$ cat config.mk
export PLATFORM = sky130hd
export DESIGN_NAME = pos_top
export DESIGN_NICKNAME = d
export VERILOG_FILES = /design/src/hdl/pos_pkg.sv /design/src/hdl/pos_top.sv /design/src/hdl/pos_sync.sv
export VERILOG_INCLUDE_DIRS = /design/src /design/src/hdl
export SDC_FILE = /design/constraint.sdc
export NUM_CORES = 1
export LEC_CHECK = 0
export BUFFER_PORTS_ARGS = -buffer_cell sky130_fd_sc_hd__buf_2
export CAP_MARGIN = 20
export CORE_MARGIN = 3
export CORE_UTILIZATION = 35
export DETAILED_ROUTE_END_ITERATION = 8
export GPL_TIMING_DRIVEN = 0
export SLEW_MARGIN = 0
export SYNTH_ARGS = -nofsm -noshare
export SYNTH_HDL_FRONTEND = slang
export SYNTH_SLANG_ARGS = --single-unit
export TNS_END_PERCENT = 30
$ cat constraint.sdc
create_clock -name i_clock -period 2.4 [get_ports i_clock]
set_input_delay 0.36 -clock i_clock [delete_from_list [all_inputs] [get_ports i_clock]]
set_output_delay 0.36 -clock i_clock [all_outputs]
set_load 0.01 [all_outputs]
$ cat src/hdl/pos_defines.svh
// register offsets, field positions, reset values and command bits of the power-on state selector
// assumes: included by its bare name from the package and from every design file that needs it
`ifndef POS_DEFINES_SVH
`define POS_DEFINES_SVH

`define POS_OFS_CFG      12'h000
`define POS_OFS_MASK     12'h004
`define POS_OFS_CMD      12'h008
`define POS_OFS_STATUS   12'h00C
`define POS_OFS_OPREQ    12'h010

`define POS_CFG_SEL_LO   0
`define POS_CFG_SEL_HI   1
`define POS_CFG_RS_BIT   2
`define POS_CFG_AM_BIT   3
`define POS_CMD_SRST_BIT 0
`define POS_CMD_INIT_BIT 1
`define POS_STAT_BUSY    2

`define POS_SEL_RESUME   2'h0
`define POS_SEL_STOP     2'h1
`define POS_SEL_MANUAL   2'h2

`define POS_OP_STOP      2'h0
`define POS_OP_RUN       2'h1
`define POS_OP_MANUAL    2'h2

`define POS_MASK_WIDTH   8
`define POS_MASK_RESET   8'hFF

`endif

$ cat src/hdl/pos_pkg.sv
// types shared by the power-on state selector
// assumes: pos_defines.svh sits on the include path
package pos_pkg;
`include "pos_defines.svh"

   typedef enum logic [1:0] {
      POS_ST_RESET,
      POS_ST_LOAD,
      POS_ST_APPLY,
      POS_ST_OPER
   } pos_seq_e;

   typedef struct packed {
      logic [1:0] sel;
      logic       runstop_en;
      logic       automan_en;
   } pos_cfg_s;

   typedef struct packed {
      logic [1:0] data;
      logic       en;
   } pos_nv_wr_s;

endpackage

$ cat src/hdl/pos_top.sv
// power-on operating state selector with apb register access
// assumes: i_nv_state is held by retained storage and stable from power-up; event pins are asynchronous
//
// The address map and register access over APB were decided locally.
`timescale 1ns/1ns
`include "pos_defines.svh"

////////////////////////////////////////////////////////////////////////////////
module pos_top
   import pos_pkg::*;
(
   input  wire logic        i_clock,
   input  wire logic        i_sys_rst,
   input  wire logic        i_psel,
   input  wire logic        i_penable,
   input  wire logic        i_pwrite,
   input  wire logic [11:0] i_paddr,
   input  wire logic [31:0] i_pwdata,
   output logic             o_pready,
   output logic [31:0]      o_prdata,
   output logic             o_pslverr,
   input  wire logic        i_evt_run,
   input  wire logic        i_evt_manual,
   input  wire logic [1:0]  i_nv_state,
   output logic [1:0]       o_nv_wr_data,
   output logic             o_nv_wr_en,
   output logic [1:0]       o_op_state,
   output logic             o_ctrl_run,
   output logic             o_manual
);

   ////////////////////////////////////////////////////////////////////////////////
   // event pin synchronisers

   logic evt_run_s;
   logic evt_man_s;
   logic evt_run_prev_ff;
   logic evt_man_prev_ff;

   pos_sync u_sync_run
   (
      .i_clock   (i_clock),
      .i_sys_rst (i_sys_rst),
      .i_async   (i_evt_run),
      .o_sync    (evt_run_s)
   );

   pos_sync u_sync_man
   (
      .i_clock   (i_clock),
      .i_sys_rst (i_sys_rst),
      .i_async   (i_evt_manual),
      .o_sync    (evt_man_s)
   );

   always_ff @(posedge i_clock)
   begin
      if (i_sys_rst)
      begin
         evt_run_prev_ff <= 1'b0;
         evt_man_prev_ff <= 1'b0;
      end
      else
      begin
         evt_run_prev_ff <= evt_run_s;
         evt_man_prev_ff <= evt_man_s;
      end
   end

   ////////////////////////////////////////////////////////////////////////////////
   // apb slave: one wait state, pready from a flop

   pos_cfg_s                    cfg_ff;
   logic [`POS_MASK_WIDTH-1:0]  mask_ff;
   pos_seq_e                    seq_ff;
   logic [1:0]                  op_ff;
   logic [1:0]                  nv_cache_ff;
   logic                        access;
   logic                        wr_fire;
   logic                        srst_cmd;
   logic                        init_cmd;
   logic                        opreq_cmd;
   logic                        addr_ok;
   logic [31:0]                 rd_mux;

   assign access    = i_psel && i_penable;
   // the write lands on the edge where the master sees pready high
   assign wr_fire   = access && o_pready && i_pwrite && addr_ok;
   assign srst_cmd  = wr_fire && (i_paddr == `POS_OFS_CMD) && i_pwdata[`POS_CMD_SRST_BIT];
   assign init_cmd  = wr_fire && (i_paddr == `POS_OFS_CMD) && i_pwdata[`POS_CMD_INIT_BIT];
   assign opreq_cmd = wr_fire && (i_paddr == `POS_OFS_OPREQ) && (seq_ff == POS_ST_OPER)
                      && (i_pwdata[1:0] != 2'h3);

   always_comb
   begin
      addr_ok = 1'b1;
      rd_mux  = 32'h0000_0000;
      case (i_paddr)
         `POS_OFS_CFG:    rd_mux = {28'h0000000, cfg_ff.automan_en, cfg_ff.runstop_en, cfg_ff.sel};
         `POS_OFS_MASK:   rd_mux = {24'h000000, mask_ff};
         `POS_OFS_CMD:    rd_mux = 32'h0000_0000;
         `POS_OFS_STATUS: rd_mux = {29'h0000000, (seq_ff != POS_ST_OPER), op_ff};
         `POS_OFS_OPREQ:  rd_mux = {30'h0000000, op_ff};
         default:         addr_ok = 1'b0;
      endcase
   end

   always_ff @(posedge i_clock)
   begin
      if (i_sys_rst)
      begin
         o_pready  <= 1'b0;
         o_prdata  <= 32'h0000_0000;
         o_pslverr <= 1'b0;
      end
      else if (access && !o_pready)
      begin
         o_pready  <= 1'b1;
         o_prdata  <= i_pwrite ? 32'h0000_0000 : rd_mux;
         o_pslverr <= !addr_ok;
      end
      else
      begin
         o_pready  <= 1'b0;
         o_prdata  <= 32'h0000_0000;
         o_pslverr <= 1'b0;
      end
   end

   ////////////////////////////////////////////////////////////////////////////////
   // settings

   always_ff @(posedge i_clock)
   begin
      if (i_sys_rst)
      begin
         cfg_ff.sel        <= `POS_SEL_RESUME;
         cfg_ff.runstop_en <= 1'b0;
         cfg_ff.automan_en <= 1'b0;
      end
      else if (init_cmd)
      begin
         cfg_ff.sel        <= `POS_SEL_RESUME;
         cfg_ff.runstop_en <= 1'b0;
         cfg_ff.automan_en <= 1'b0;
      end
      else if (wr_fire && (i_paddr == `POS_OFS_CFG))
      begin
         // code 3 is not a choice; keep the old selection
         if (i_pwdata[`POS_CFG_SEL_HI:`POS_CFG_SEL_LO] != 2'h3)
         begin
            cfg_ff.sel <= i_pwdata[`POS_CFG_SEL_HI:`POS_CFG_SEL_LO];
         end
         cfg_ff.runstop_en <= i_pwdata[`POS_CFG_RS_BIT];
         cfg_ff.automan_en <= i_pwdata[`POS_CFG_AM_BIT];
      end
   end

   // mask has no init path at all, so parameter init cannot touch it
   always_ff @(posedge i_clock)
   begin
      if (i_sys_rst)
      begin
         mask_ff <= `POS_MASK_RESET;
      end
      else if (wr_fire && (i_paddr == `POS_OFS_MASK))
      begin
         mask_ff <= i_pwdata[`POS_MASK_WIDTH-1:0];
      end
   end

   ////////////////////////////////////////////////////////////////////////////////
   // start-up sequence

   pos_seq_e nxt_seq;

   always_comb
   begin
      nxt_seq = seq_ff;
      case (seq_ff)
         POS_ST_RESET: nxt_seq = POS_ST_LOAD;
         POS_ST_LOAD:  nxt_seq = POS_ST_APPLY;
         POS_ST_APPLY: nxt_seq = POS_ST_OPER;
         POS_ST_OPER:  nxt_seq = srst_cmd ? POS_ST_LOAD : POS_ST_OPER;
         default:      nxt_seq = POS_ST_RESET;
      endcase
   end

   always_ff @(posedge i_clock)
   begin
      if (i_sys_rst)
      begin
         seq_ff <= POS_ST_RESET;
      end
      else
      begin
         seq_ff <= nxt_seq;
      end
   end

   // retained value is caught after reset release, never under reset
   always_ff @(posedge i_clock)
   begin
      if (i_sys_rst)
      begin
         nv_cache_ff <= `POS_OP_STOP;
      end
      else if (seq_ff == POS_ST_LOAD)
      begin
         // an unknown code in storage falls back to the safe stopped state
         nv_cache_ff <= (i_nv_state == 2'h3) ? `POS_OP_STOP : i_nv_state;
      end
   end

   ////////////////////////////////////////////////////////////////////////////////
   // operating state

   logic [1:0] base_op;
   logic [1:0] nxt_op;

   always_comb
   begin
      case (cfg_ff.sel)
         `POS_SEL_STOP:   base_op = `POS_OP_STOP;
         `POS_SEL_MANUAL: base_op = `POS_OP_MANUAL;
         default:         base_op = nv_cache_ff;
      endcase
   end

   always_comb
   begin
      nxt_op = op_ff;
      if (seq_ff == POS_ST_APPLY)
      begin
         nxt_op = base_op;
         if (cfg_ff.automan_en)
         begin
            if (evt_man_s)
            begin
               nxt_op = `POS_OP_MANUAL;
            end
            else if (base_op == `POS_OP_MANUAL)
            begin
               nxt_op = `POS_OP_STOP;
            end
         end
         if (cfg_ff.runstop_en && (nxt_op != `POS_OP_MANUAL) && (cfg_ff.sel != `POS_SEL_STOP))
         begin
            nxt_op = evt_run_s ? `POS_OP_RUN : `POS_OP_STOP;
         end
      end
      else if (seq_ff == POS_ST_OPER)
      begin
         // in operation only event edges and op requests act, so a level cannot undo the start-up choice
         if (cfg_ff.automan_en && (evt_man_s != evt_man_prev_ff))
         begin
            nxt_op = evt_man_s ? `POS_OP_MANUAL : `POS_OP_STOP;
         end
         else if (cfg_ff.runstop_en && (evt_run_s != evt_run_prev_ff) && (op_ff != `POS_OP_MANUAL))
         begin
            nxt_op = evt_run_s ? `POS_OP_RUN : `POS_OP_STOP;
         end
         else if (opreq_cmd)
         begin
            nxt_op = i_pwdata[1:0];
         end
      end
   end

   always_ff @(posedge i_clock)
   begin
      if (i_sys_rst)
      begin
         op_ff <= `POS_OP_STOP;
      end
      else
      begin
         op_ff <= nxt_op;
      end
   end

   always_ff @(posedge i_clock)
   begin
      if (i_sys_rst)
      begin
         o_op_state <= `POS_OP_STOP;
         o_ctrl_run <= 1'b0;
         o_manual   <= 1'b0;
      end
      else
      begin
         o_op_state <= nxt_op;
         o_ctrl_run <= (nxt_op == `POS_OP_RUN);
         o_manual   <= (nxt_op == `POS_OP_MANUAL);
      end
   end

   // write back only in operation, so the value read at start-up is never clobbered
   pos_nv_wr_s nv_wr_ff;

   always_ff @(posedge i_clock)
   begin
      if (i_sys_rst)
      begin
         nv_wr_ff.data <= `POS_OP_STOP;
         nv_wr_ff.en   <= 1'b0;
      end
      else
      begin
         nv_wr_ff.data <= nxt_op;
         nv_wr_ff.en   <= (seq_ff == POS_ST_OPER) && (nxt_op != op_ff);
      end
   end

   assign o_nv_wr_data = nv_wr_ff.data;
   assign o_nv_wr_en   = nv_wr_ff.en;

   ////////////////////////////////////////////////////////////////////////////////
   // checks

   logic apply_plain;
   assign apply_plain = (seq_ff == POS_ST_APPLY) && !cfg_ff.runstop_en && !cfg_ff.automan_en
                        && (cfg_ff.sel == `POS_SEL_RESUME);
endmodule

$ cat src/hdl/pos_sync.sv
// two-stage synchroniser for one asynchronous level
// assumes: i_async comes from a pin outside the i_clock domain
`timescale 1ns/1ns
module pos_sync
   import pos_pkg::*;
(
   input  wire logic i_clock,
   input  wire logic i_sys_rst,
   input  wire logic i_async,
   output logic      o_sync
);

   logic meta_ff;

   always_ff @(posedge i_clock)
   begin
      if (i_sys_rst)
      begin
         meta_ff <= 1'b0;
         o_sync  <= 1'b0;
      end
      else
      begin
         meta_ff <= i_async;
         o_sync  <= meta_ff;
      end
   end

endmodule

# --- After elaboration in Yosys (flattened, before gate mapping) ---
# Cells that the tools add are included.
totals:
  word_cells: 88
  reg_bits: 61
  out_inout_bits: 41
  in_bits: 53
classes:
  bitwise_logic: 1
  n_eq_ne: 21
  n_mux: 19
  reduce_logical: 28
ops:
  columns: ["op", "count"]
  rows:
  - ["case mux 8 bit (4 select lines)", 1]
  - ["two-way mux 2 bit", 13]
  - ["== test 12 x 4 -> 1 bit (second input constant)", 2]
  - ["logical AND 1 bit", 19]
  - ["== test 12 x 3 -> 1 bit (second input constant)", 1]
  - ["== test 12 x 5 -> 1 bit (second input constant)", 1]
  - ["== test 2 bit (second input constant)", 6]
  - ["logical NOT 12 bit", 1]
  - ["inequality test 2 bit (second input constant)", 4]
  - ["case mux 2 bit (4 select lines)", 1]
  - ["== test 2 x 1 -> 1 bit (second input constant)", 3]
  - ["OR reduction 5 bit", 1]
  - ["case mux 2 bit (2 select lines)", 1]
  - ["OR reduction 2 bit", 2]
  - ["two-way mux 1 bit", 3]
  - ["OR reduction 3 bit", 1]
  - ["logical NOT 1 bit", 2]
  - ["logical NOT 2 bit", 1]
  - ["inequality test 1 bit", 2]
  - ["inequality test 2 x 1 -> 1 bit (second input constant)", 1]
  - ["inequality test 2 bit", 1]
  - ["AND reduction 2 bit", 1]
  - ["NOT 1 bit", 1]

# --- Longest topological paths before layout ---
# Gate-level depths: netlist of the first run.
depth:
  word_depth: 14
  ltp_mapped: 8
  depth_no_buf: 8

# --- Hierarchy ---
# A second synthesis of the first run with hierarchy kept.
hier_totals:
  hier_cells: 224
  hier_area_um2: 1971.9
by_module_without_submodules:
  columns: ["module", "seq_area_each_um2", "area_each_um2", "cells_each", "instances"]
  rows:
  - ["pos_top", 660.6, 1866.8, 216, 1]
  - ["pos_sync", 40.0, 52.6, 4, 2]

# --- Worst setup path before layout of the first run ---
# OpenSTA, ideal clock, no wires.
synth_path:
  path_type: "input to register"
  startpoint: "input port i_paddr[8]"
  endpoint: "register mask_ff[5]"
  arrival_time_ns: 1.974
  slack_ns: 0.306
  required_ns: 2.280
  setup_time_ns: 0.120
  n_path_buf: 1
  cell_stages: 7
  cell_sequence: "nor4_2 -> nand3_2 -> or3_4 -> nor3b_2 -> buf_4 -> nor2b_1 -> a211o_1"
synth_between:
  elab_chain_cells: 5
  elab_cells_between_ends: 9
  classes_between: "eq/ne: 4; mux: 1; reduce/logical: 4"
synth_lines:
  columns: ["item", "line_no", "rtl"]
  rows:
  - ["start: declaration", "pos_top.sv:17", "input wire logic [11:0] i_paddr,"]
  - ["== test 12 x 4 -> 1 bit, or another cell as far along", "pos_top.sv:98", "case (i_paddr)"]
  - ["OR reduction 5 bit (no line)", null, null]
  - ["two-way mux 1 bit", "pos_top.sv:98", null]
  - ["logical AND 1 bit", "pos_top.sv:88", "assign wr_fire = access && o_pready && i_pwrite && addr_ok;"]
  - ["logical AND 1 bit (*)", "pos_top.sv:166", "else if (wr_fire && (i_paddr == `POS_OFS_MASK))"]
  - ["end signal: assignment", "pos_top.sv:164", "mask_ff <= `POS_MASK_RESET;"]
  - ["end signal: assignment", "pos_top.sv:168", "mask_ff <= i_pwdata[`POS_MASK_WIDTH-1:0];"]
  - ["end: declaration", "pos_top.sv:74", "logic [`POS_MASK_WIDTH-1:0] mask_ff;"]
# Every way passes the cells marked *; elsewhere a longest branch is shown, timed or not.
# A chain may end at the register's enable or synchronous reset.

# --- Worst setup path after layout of the first run ---
layout_path:
  startpoint: "input port i_paddr[8]"
  endpoint: "register mask_ff[6]"
# The elaborated chain is that of the path after synthesis.

==> flow_summary.ini, run 1 <==
[synthesis]
syn_inst = 213
avgSynthCellArea_um2 = 8.80
ys_seq_area_frac = 0.395
synth_area_um2 = 1870
synth_flop_cell = dfxtp_1
synth_edf_count = 0
async_flop_share = 0
synth_warnings = 0
ys_ff_latch = 37
synth_cell_types = 44

[clock_network]
cts_max_path_buffers = 2
hold_buffers = 0
cts_sinks = 37
clock_latency_ps = 290
cts-root-buf = clkbuf_8
numCtsBuffers = 5
cts_tree = built
clkTransAtPathRegs_ps = 80
cts_resized = 0
cts_max_level = 2
post_cts_buffers = 0

[power_and_ir_drop]
seqPwrFrac = 0.444
p_clk_frac = 0.440
p_switching_w = 0.000330
power_density_nw_per_um2 = 606
switching_share = 0.227
leakage_nw = 1.11
internal_power_w = 0.00113
peakVddDrop_mv = 0.238
combPwrFrac = 0.116

[run]
max_cap_violations = 0

[worst_setup_path]
cpMaxStageDelayCell = nor3b_2
cp_top_family = simple AND/OR/NAND/NOR gates
start_kind = primary input
arrival_ps = 2340
worst_setup_path_end_kind = flop
critPathKind = primary input to flop
worst_ep_required_time_ps = 2590
cp_cell_sequence = buf_2 -> nor4_2 -> nand3_2 -> or3_4 -> nor3b_2 -> buf_4 -> nor2b_1 -> a211o_1
crit_fanout = 10
max_stage_delay_ps = 410
critical_path_buf_inv_count = 2

[floorplanning]
placementRows = 26
die_h_um = 79.2
initial_core_util = 0.365
coreArea_um2 = 5140
fp.dieW_um = 79.2
io_pins = 94
dieArea_um2 = 6270

[place]
dp_cells = 350
dp_hpwl_um = 3080
port_buffers = 44
place.gp.congestion = 0.771

[detailed_routing]
vias = 1618
drc = 0
wl_per_cell_um = 11.2
drtAntennaViolNets = 0
first_pass_iters = 4
drt_wl_total_um = 4010
viasPerCell = 4.52
drt_iter0_markers = 64

[cells_and_area]
syn_to_final_growth_pct = 28.2
drive_gt1_frac = 0.302
antenna_cells = 0
final_nets = 342
instances_no_fill = 358

[hold_path]
hold_class = primary input to flop

[timing]
fin_crit_ps = 2150
finalSetupTns_ps = 0
finalSetupViolCount = 0
fin_skew_ps = 5.63
rsz0062_at_grt = false
finalHoldViolCount = 0
max_freq_mhz = 466
relSlewSlack = 0.601
finalMaxSlewViolations = 0
finalCritPeriodShare = 0.894
tightestPinTransition_ps = 593

[outcome]
status = finished clean

[global_routing]
track_usage = 0.128
grt_first_pass_wirelength_um = 6360
grt_start_max_net_pins = 13
grt_antenna_before_repair = 0
grt_pass1_vias = 1393
overflow = 0
## worst paths after layout
check | start | slack [ps] | to | depth (start not counted)
setup / recovery | i_paddr[8] | 250 | mask_ff[6] | 8
hold / removal | i_pwdata[7] | 260 | mask_ff[7] | 2
setup reg to reg | seq_ff[1] | 340 | o_manual | 6
hold reg to reg | u_sync_man.meta_ff | 440 | u_sync_man.o_sync | 1
## sequential cells by signal, indices dropped and copies added (netlist names), 2 cells and up
signal and cells:
o_prdata 8, seq_ff 2, cfg_ff 4, o_nv_wr_data 2, nv_cache_ff 2, mask_ff 8
## area by class of cell
class	count	area [um2]
Fill cell	545	2740
Multi-Input combinational cell	159	967
Sequential cell	37	741
Buffer	32	223
Timing Repair Buffer	44	220
Tap cell	70	87.6
Clock buffer	5	68.8
Clock inverter	3	65.1
Inverter	8	30.0
## cells by family after synthesis
kind of cell | after synthesis | share of synthesized area
AO/OA/AOI/OAI | 44 | 0.172
XOR/XNOR | 2 | 0.00935
adder cells (fa/ha/maj) | 2 | 0.0133
buffers and inverters | 40 | 0.135
flip-flops | 37 | 0.395
multiplexers | 3 | 0.0160
other | 1 | 0.00200
AND/OR/NAND/NOR | 84 | 0.258
## metrics by stage
stage | setup WS (ps) | utilization | instance area [um2] | hold WS (ps) | power [W]
floorplan | 306 | - | 1960 | 414 | 0.000772
global placement | -56.6 | 0.441 | 2270 | 416 | 0.000829
detailed placement | -70.4 | 0.441 | 2270 | 420 | 0.000829
CTS | 228 | 0.467 | 2400 | 260 | 0.00147
global route | 81.7 | 0.467 | 2400 | 274 | 0.00151
finish | 253 | 0.467 | 2400 | 264 | 0.00146
## cell usage after synthesis (2+ instances only)
cell | n | area share
dfxtp_1 | 37 | 0.40
buf_4 | 27 | 0.11
nor2b_1 | 20 | 0.067
nor2_1 | 16 | 0.032
nand2_1 | 10 | 0.020
a211o_1 | 9 | 0.042
a21oi_1 | 9 | 0.024
inv_1 | 8 | 0.016
o21ai_0 | 7 | 0.019
and2_1 | 6 | 0.020
nand2b_1 | 6 | 0.020
nor3_1 | 5 | 0.013
clkbuf_1 | 4 | 0.0080
nand3b_1 | 4 | 0.016
a22oi_1 | 3 | 0.012
mux2i_1 | 3 | 0.016
nand4_1 | 3 | 0.010
nor4_1 | 3 | 0.010
a32oi_1 | 2 | 0.0093
ha_1 | 2 | 0.013
o211ai_1 | 2 | 0.0080
o221ai_1 | 2 | 0.0093
o31a_1 | 2 | 0.0093
or3_1 | 2 | 0.0067
xor2_1 | 2 | 0.0093
## layout by cell type (no fill, tap or decap), types with 2 or more instances in the layout
cell       count
a32oi_1        2
buf_2         45
o21ai_0        7
a22oi_1        3
nand2_1       10
clkbuf_8       5
xor2_1         2
nand3b_1       4
bufinv_16      2
a211o_1        9
nor3_1         5
clkbuf_1       4
mux2i_1        3
nand4_1        3
nor2b_1       20
inv_1          8
nor4_1         3
o221ai_1       2
or3_1          2
dfxtp_1       37
o211ai_1       2
conb_1        24
a21oi_1        9
ha_1           2
buf_4         27
nor2_1        16
nand2b_1       6
o31a_1         2
and2_1         6
## routing by layer
metal | vias to the layer above | GRT usage | part of all wire
li1 | 837 | - | -
met4 | 0 | 0.0619 | 0.021
met5 | - | 0 | 0
met1 | 721 | 0.164 | 0.46
met3 | 7 | 0.0249 | 0.070
met2 | 53 | 0.205 | 0.45
## power by group through the flow
| stage | Clock, W | Combinational [W] | Sequential, W |
|---|---|---|---|
| finish | 0.000640 | 0.000169 | 0.000646 |
| global route | 0.000673 | 0.000190 | 0.000649 |
| CTS | 0.000653 | 0.000168 | 0.000647 |
| detailed placement | 0 | 0.000168 | 0.000661 |
| global placement | 0 | 0.000168 | 0.000661 |
| floorplan | 0 | 0.000112 | 0.000660 |
Note: power is estimated with default switching activity, not from simulation.
==> run 2: changes to the inputs <==
CORE_UTILIZATION = 45   (was 35)
GPL_TIMING_DRIVEN = not set   (was 0)
PLACE_DENSITY = 0.79   (was not set)
==> run 2 against run 1 <==
Against the previous run:
- global-route usage grew 2.7 points
- setup slack gained 130 ps
- register-to-register slack gained 40 ps
- critical path type is now flop to flop
==> flow_summary.ini, run 2 (synthesized netlist as in run 1, its figures left out) <==
[clock_network]
cts_tree = built
cts_sinks = 37
post_cts_buffers = 0
cts_max_path_buffers = 2
clkTransAtPathRegs_ps = 70
clock_latency_ps = 290
cts_max_level = 2
cts_resized = 0
numCtsBuffers = 5
cts-root-buf = clkbuf_8
hold_buffers = 0

[global_routing]
grt_start_max_net_pins = 26
grt_pass1_vias = 1376
overflow = 0
track_usage = 0.155
grt_first_pass_wirelength_um = 6180
grt_antenna_before_repair = 0

[detailed_routing]
drt_iter0_markers = 119
drc = 0
viasPerCell = 5.12
wl_per_cell_um = 12.4
drtAntennaViolNets = 0
first_pass_iters = 4
drt_wl_total_um = 3810
vias = 1572

[timing]
fin_skew_ps = 6.35
finalSetupViolCount = 0
finalHoldViolCount = 0
rsz0062_at_grt = false
finalSetupTns_ps = 0
final.setup.worst_slack_ps = 379
max_freq_mhz = 495
finalMaxSlewViolations = 0
fin_crit_ps = 2020
finalCritPeriodShare = 0.842

[cells_and_area]
final_common_cell = buf_2
final_cell_mix = buf_2, dfxtp_1, conb_1, nor2b_1, nor2_1
syn_to_final_growth_pct = 14.7
final_cell_area_um2 = 2150
final_nets = 314
drive_gt1_frac = 0.239
top_regs = mask_ff: 8 flops, o_prdata: 8 flops, cfg_ff: 4 flops
instances_no_fill = 307
utilization = 0.562
antenna_cells = 0

[power_and_ir_drop]
leakage_nw = 0.965
p_clk_frac = 0.394
power_density_nw_per_um2 = 599
seqPwrFrac = 0.502
combPwrFrac = 0.104
internal_power_w = 0.000985
switching_share = 0.234
peakVddDrop_mv = 0.405
p_switching_w = 0.000302

[run]
max_cap_violations = 0

[place]
dpl_cell_area_um2 = 2050
port_buffers = 45
place.gp.congestion = 0.882
dp_cells = 300
dp_hpwl_um = 2860
pre_cts_ws_ps = 192

[worst_setup_path]
worst_ep_required_time_ps = 2630
max_stage_delay_ps = 360
arrival_ps = 2250
critical_path_buf_inv_count = 1
worst_setup_path_end_kind = flop
cp_cell_sequence = inv_1 -> ha_1 -> nand2b_1 -> o221ai_1 -> a21oi_1 -> a211o_1 -> a211oi_1 -> and2_1
crit_fanout = 4
critPathKind = flop to flop
cpMaxStageDelayCell = dfxtp_1
rrSetupSlack_ps = 380
cp_top_family = compound AO/OA/AOI/OAI gates
start_kind = flop

[floorplanning]
dieArea_um2 = 4980
placementRows = 22
die_h_um = 70.5
initial_core_util = 0.490
coreArea_um2 = 3830
fp.dieW_um = 70.5
io_pins = 94

[hold_path]
hold_class = primary input to flop

[outcome]
status = finished clean
## run 2: changes by cell type in the layout (fill, tap and decap cells not counted)
cell       delta
buf_4        -24
clkbuf_1      -4
bufinv_16     -1
## run 2: area by class of cell
cell class                      instances  area (um2)
Fill cell                             368        1680
Multi-Input combinational cell        159         967
Sequential cell                        37         741
Timing Repair Buffer                   48         248
Clock buffer                            5        68.8
Tap cell                               48        60.1
Clock inverter                          2        35.0
Inverter                                8        30.0
## run 2: metrics by stage
| stage | hold slack [ps] | total power [W] |
|---|---|---|
| after global placement | 416 | 0.000790 |
| after global routing | 267 | 0.00135 |
| after detailed placement | 422 | 0.000793 |
| after floorplan | 414 | 0.000772 |
| after CTS | 266 | 0.00130 |
| final | 269 | 0.00129 |
## run 2: worst paths after layout
kind,start,endpoint,cells after the start
setup / recovery,cfg_ff[2],o_manual,8
hold / removal,i_pwdata[6],mask_ff[6],2
setup reg to reg,cfg_ff[2],o_manual,8
hold reg to reg,u_sync_man.meta_ff,u_sync_man.o_sync,1
## run 2: routing by layer
layer / GRT usage / part of all wire / vias to the layer above
li1: - / - / 786
met1: 0.198 / 0.44 / 715
met2: 0.242 / 0.46 / 67
met3: 0.0625 / 0.088 / 4
met4: 0.0459 / 0.0081 / 0
met5: 0 / 0 / -
## run 2: power groups by stage
| stage | registers [W] | logic [W] | clock network, W |
|---|---|---|---|
| after floorplan | 0.000660 | 0.000112 | 0 |
| after global placement | 0.000659 | 0.000131 | 0 |
| after detailed placement | 0.000660 | 0.000133 | 0 |
| after CTS | 0.000646 | 0.000134 | 0.000523 |
| after global routing | 0.000648 | 0.000152 | 0.000553 |
| final | 0.000646 | 0.000134 | 0.000507 |
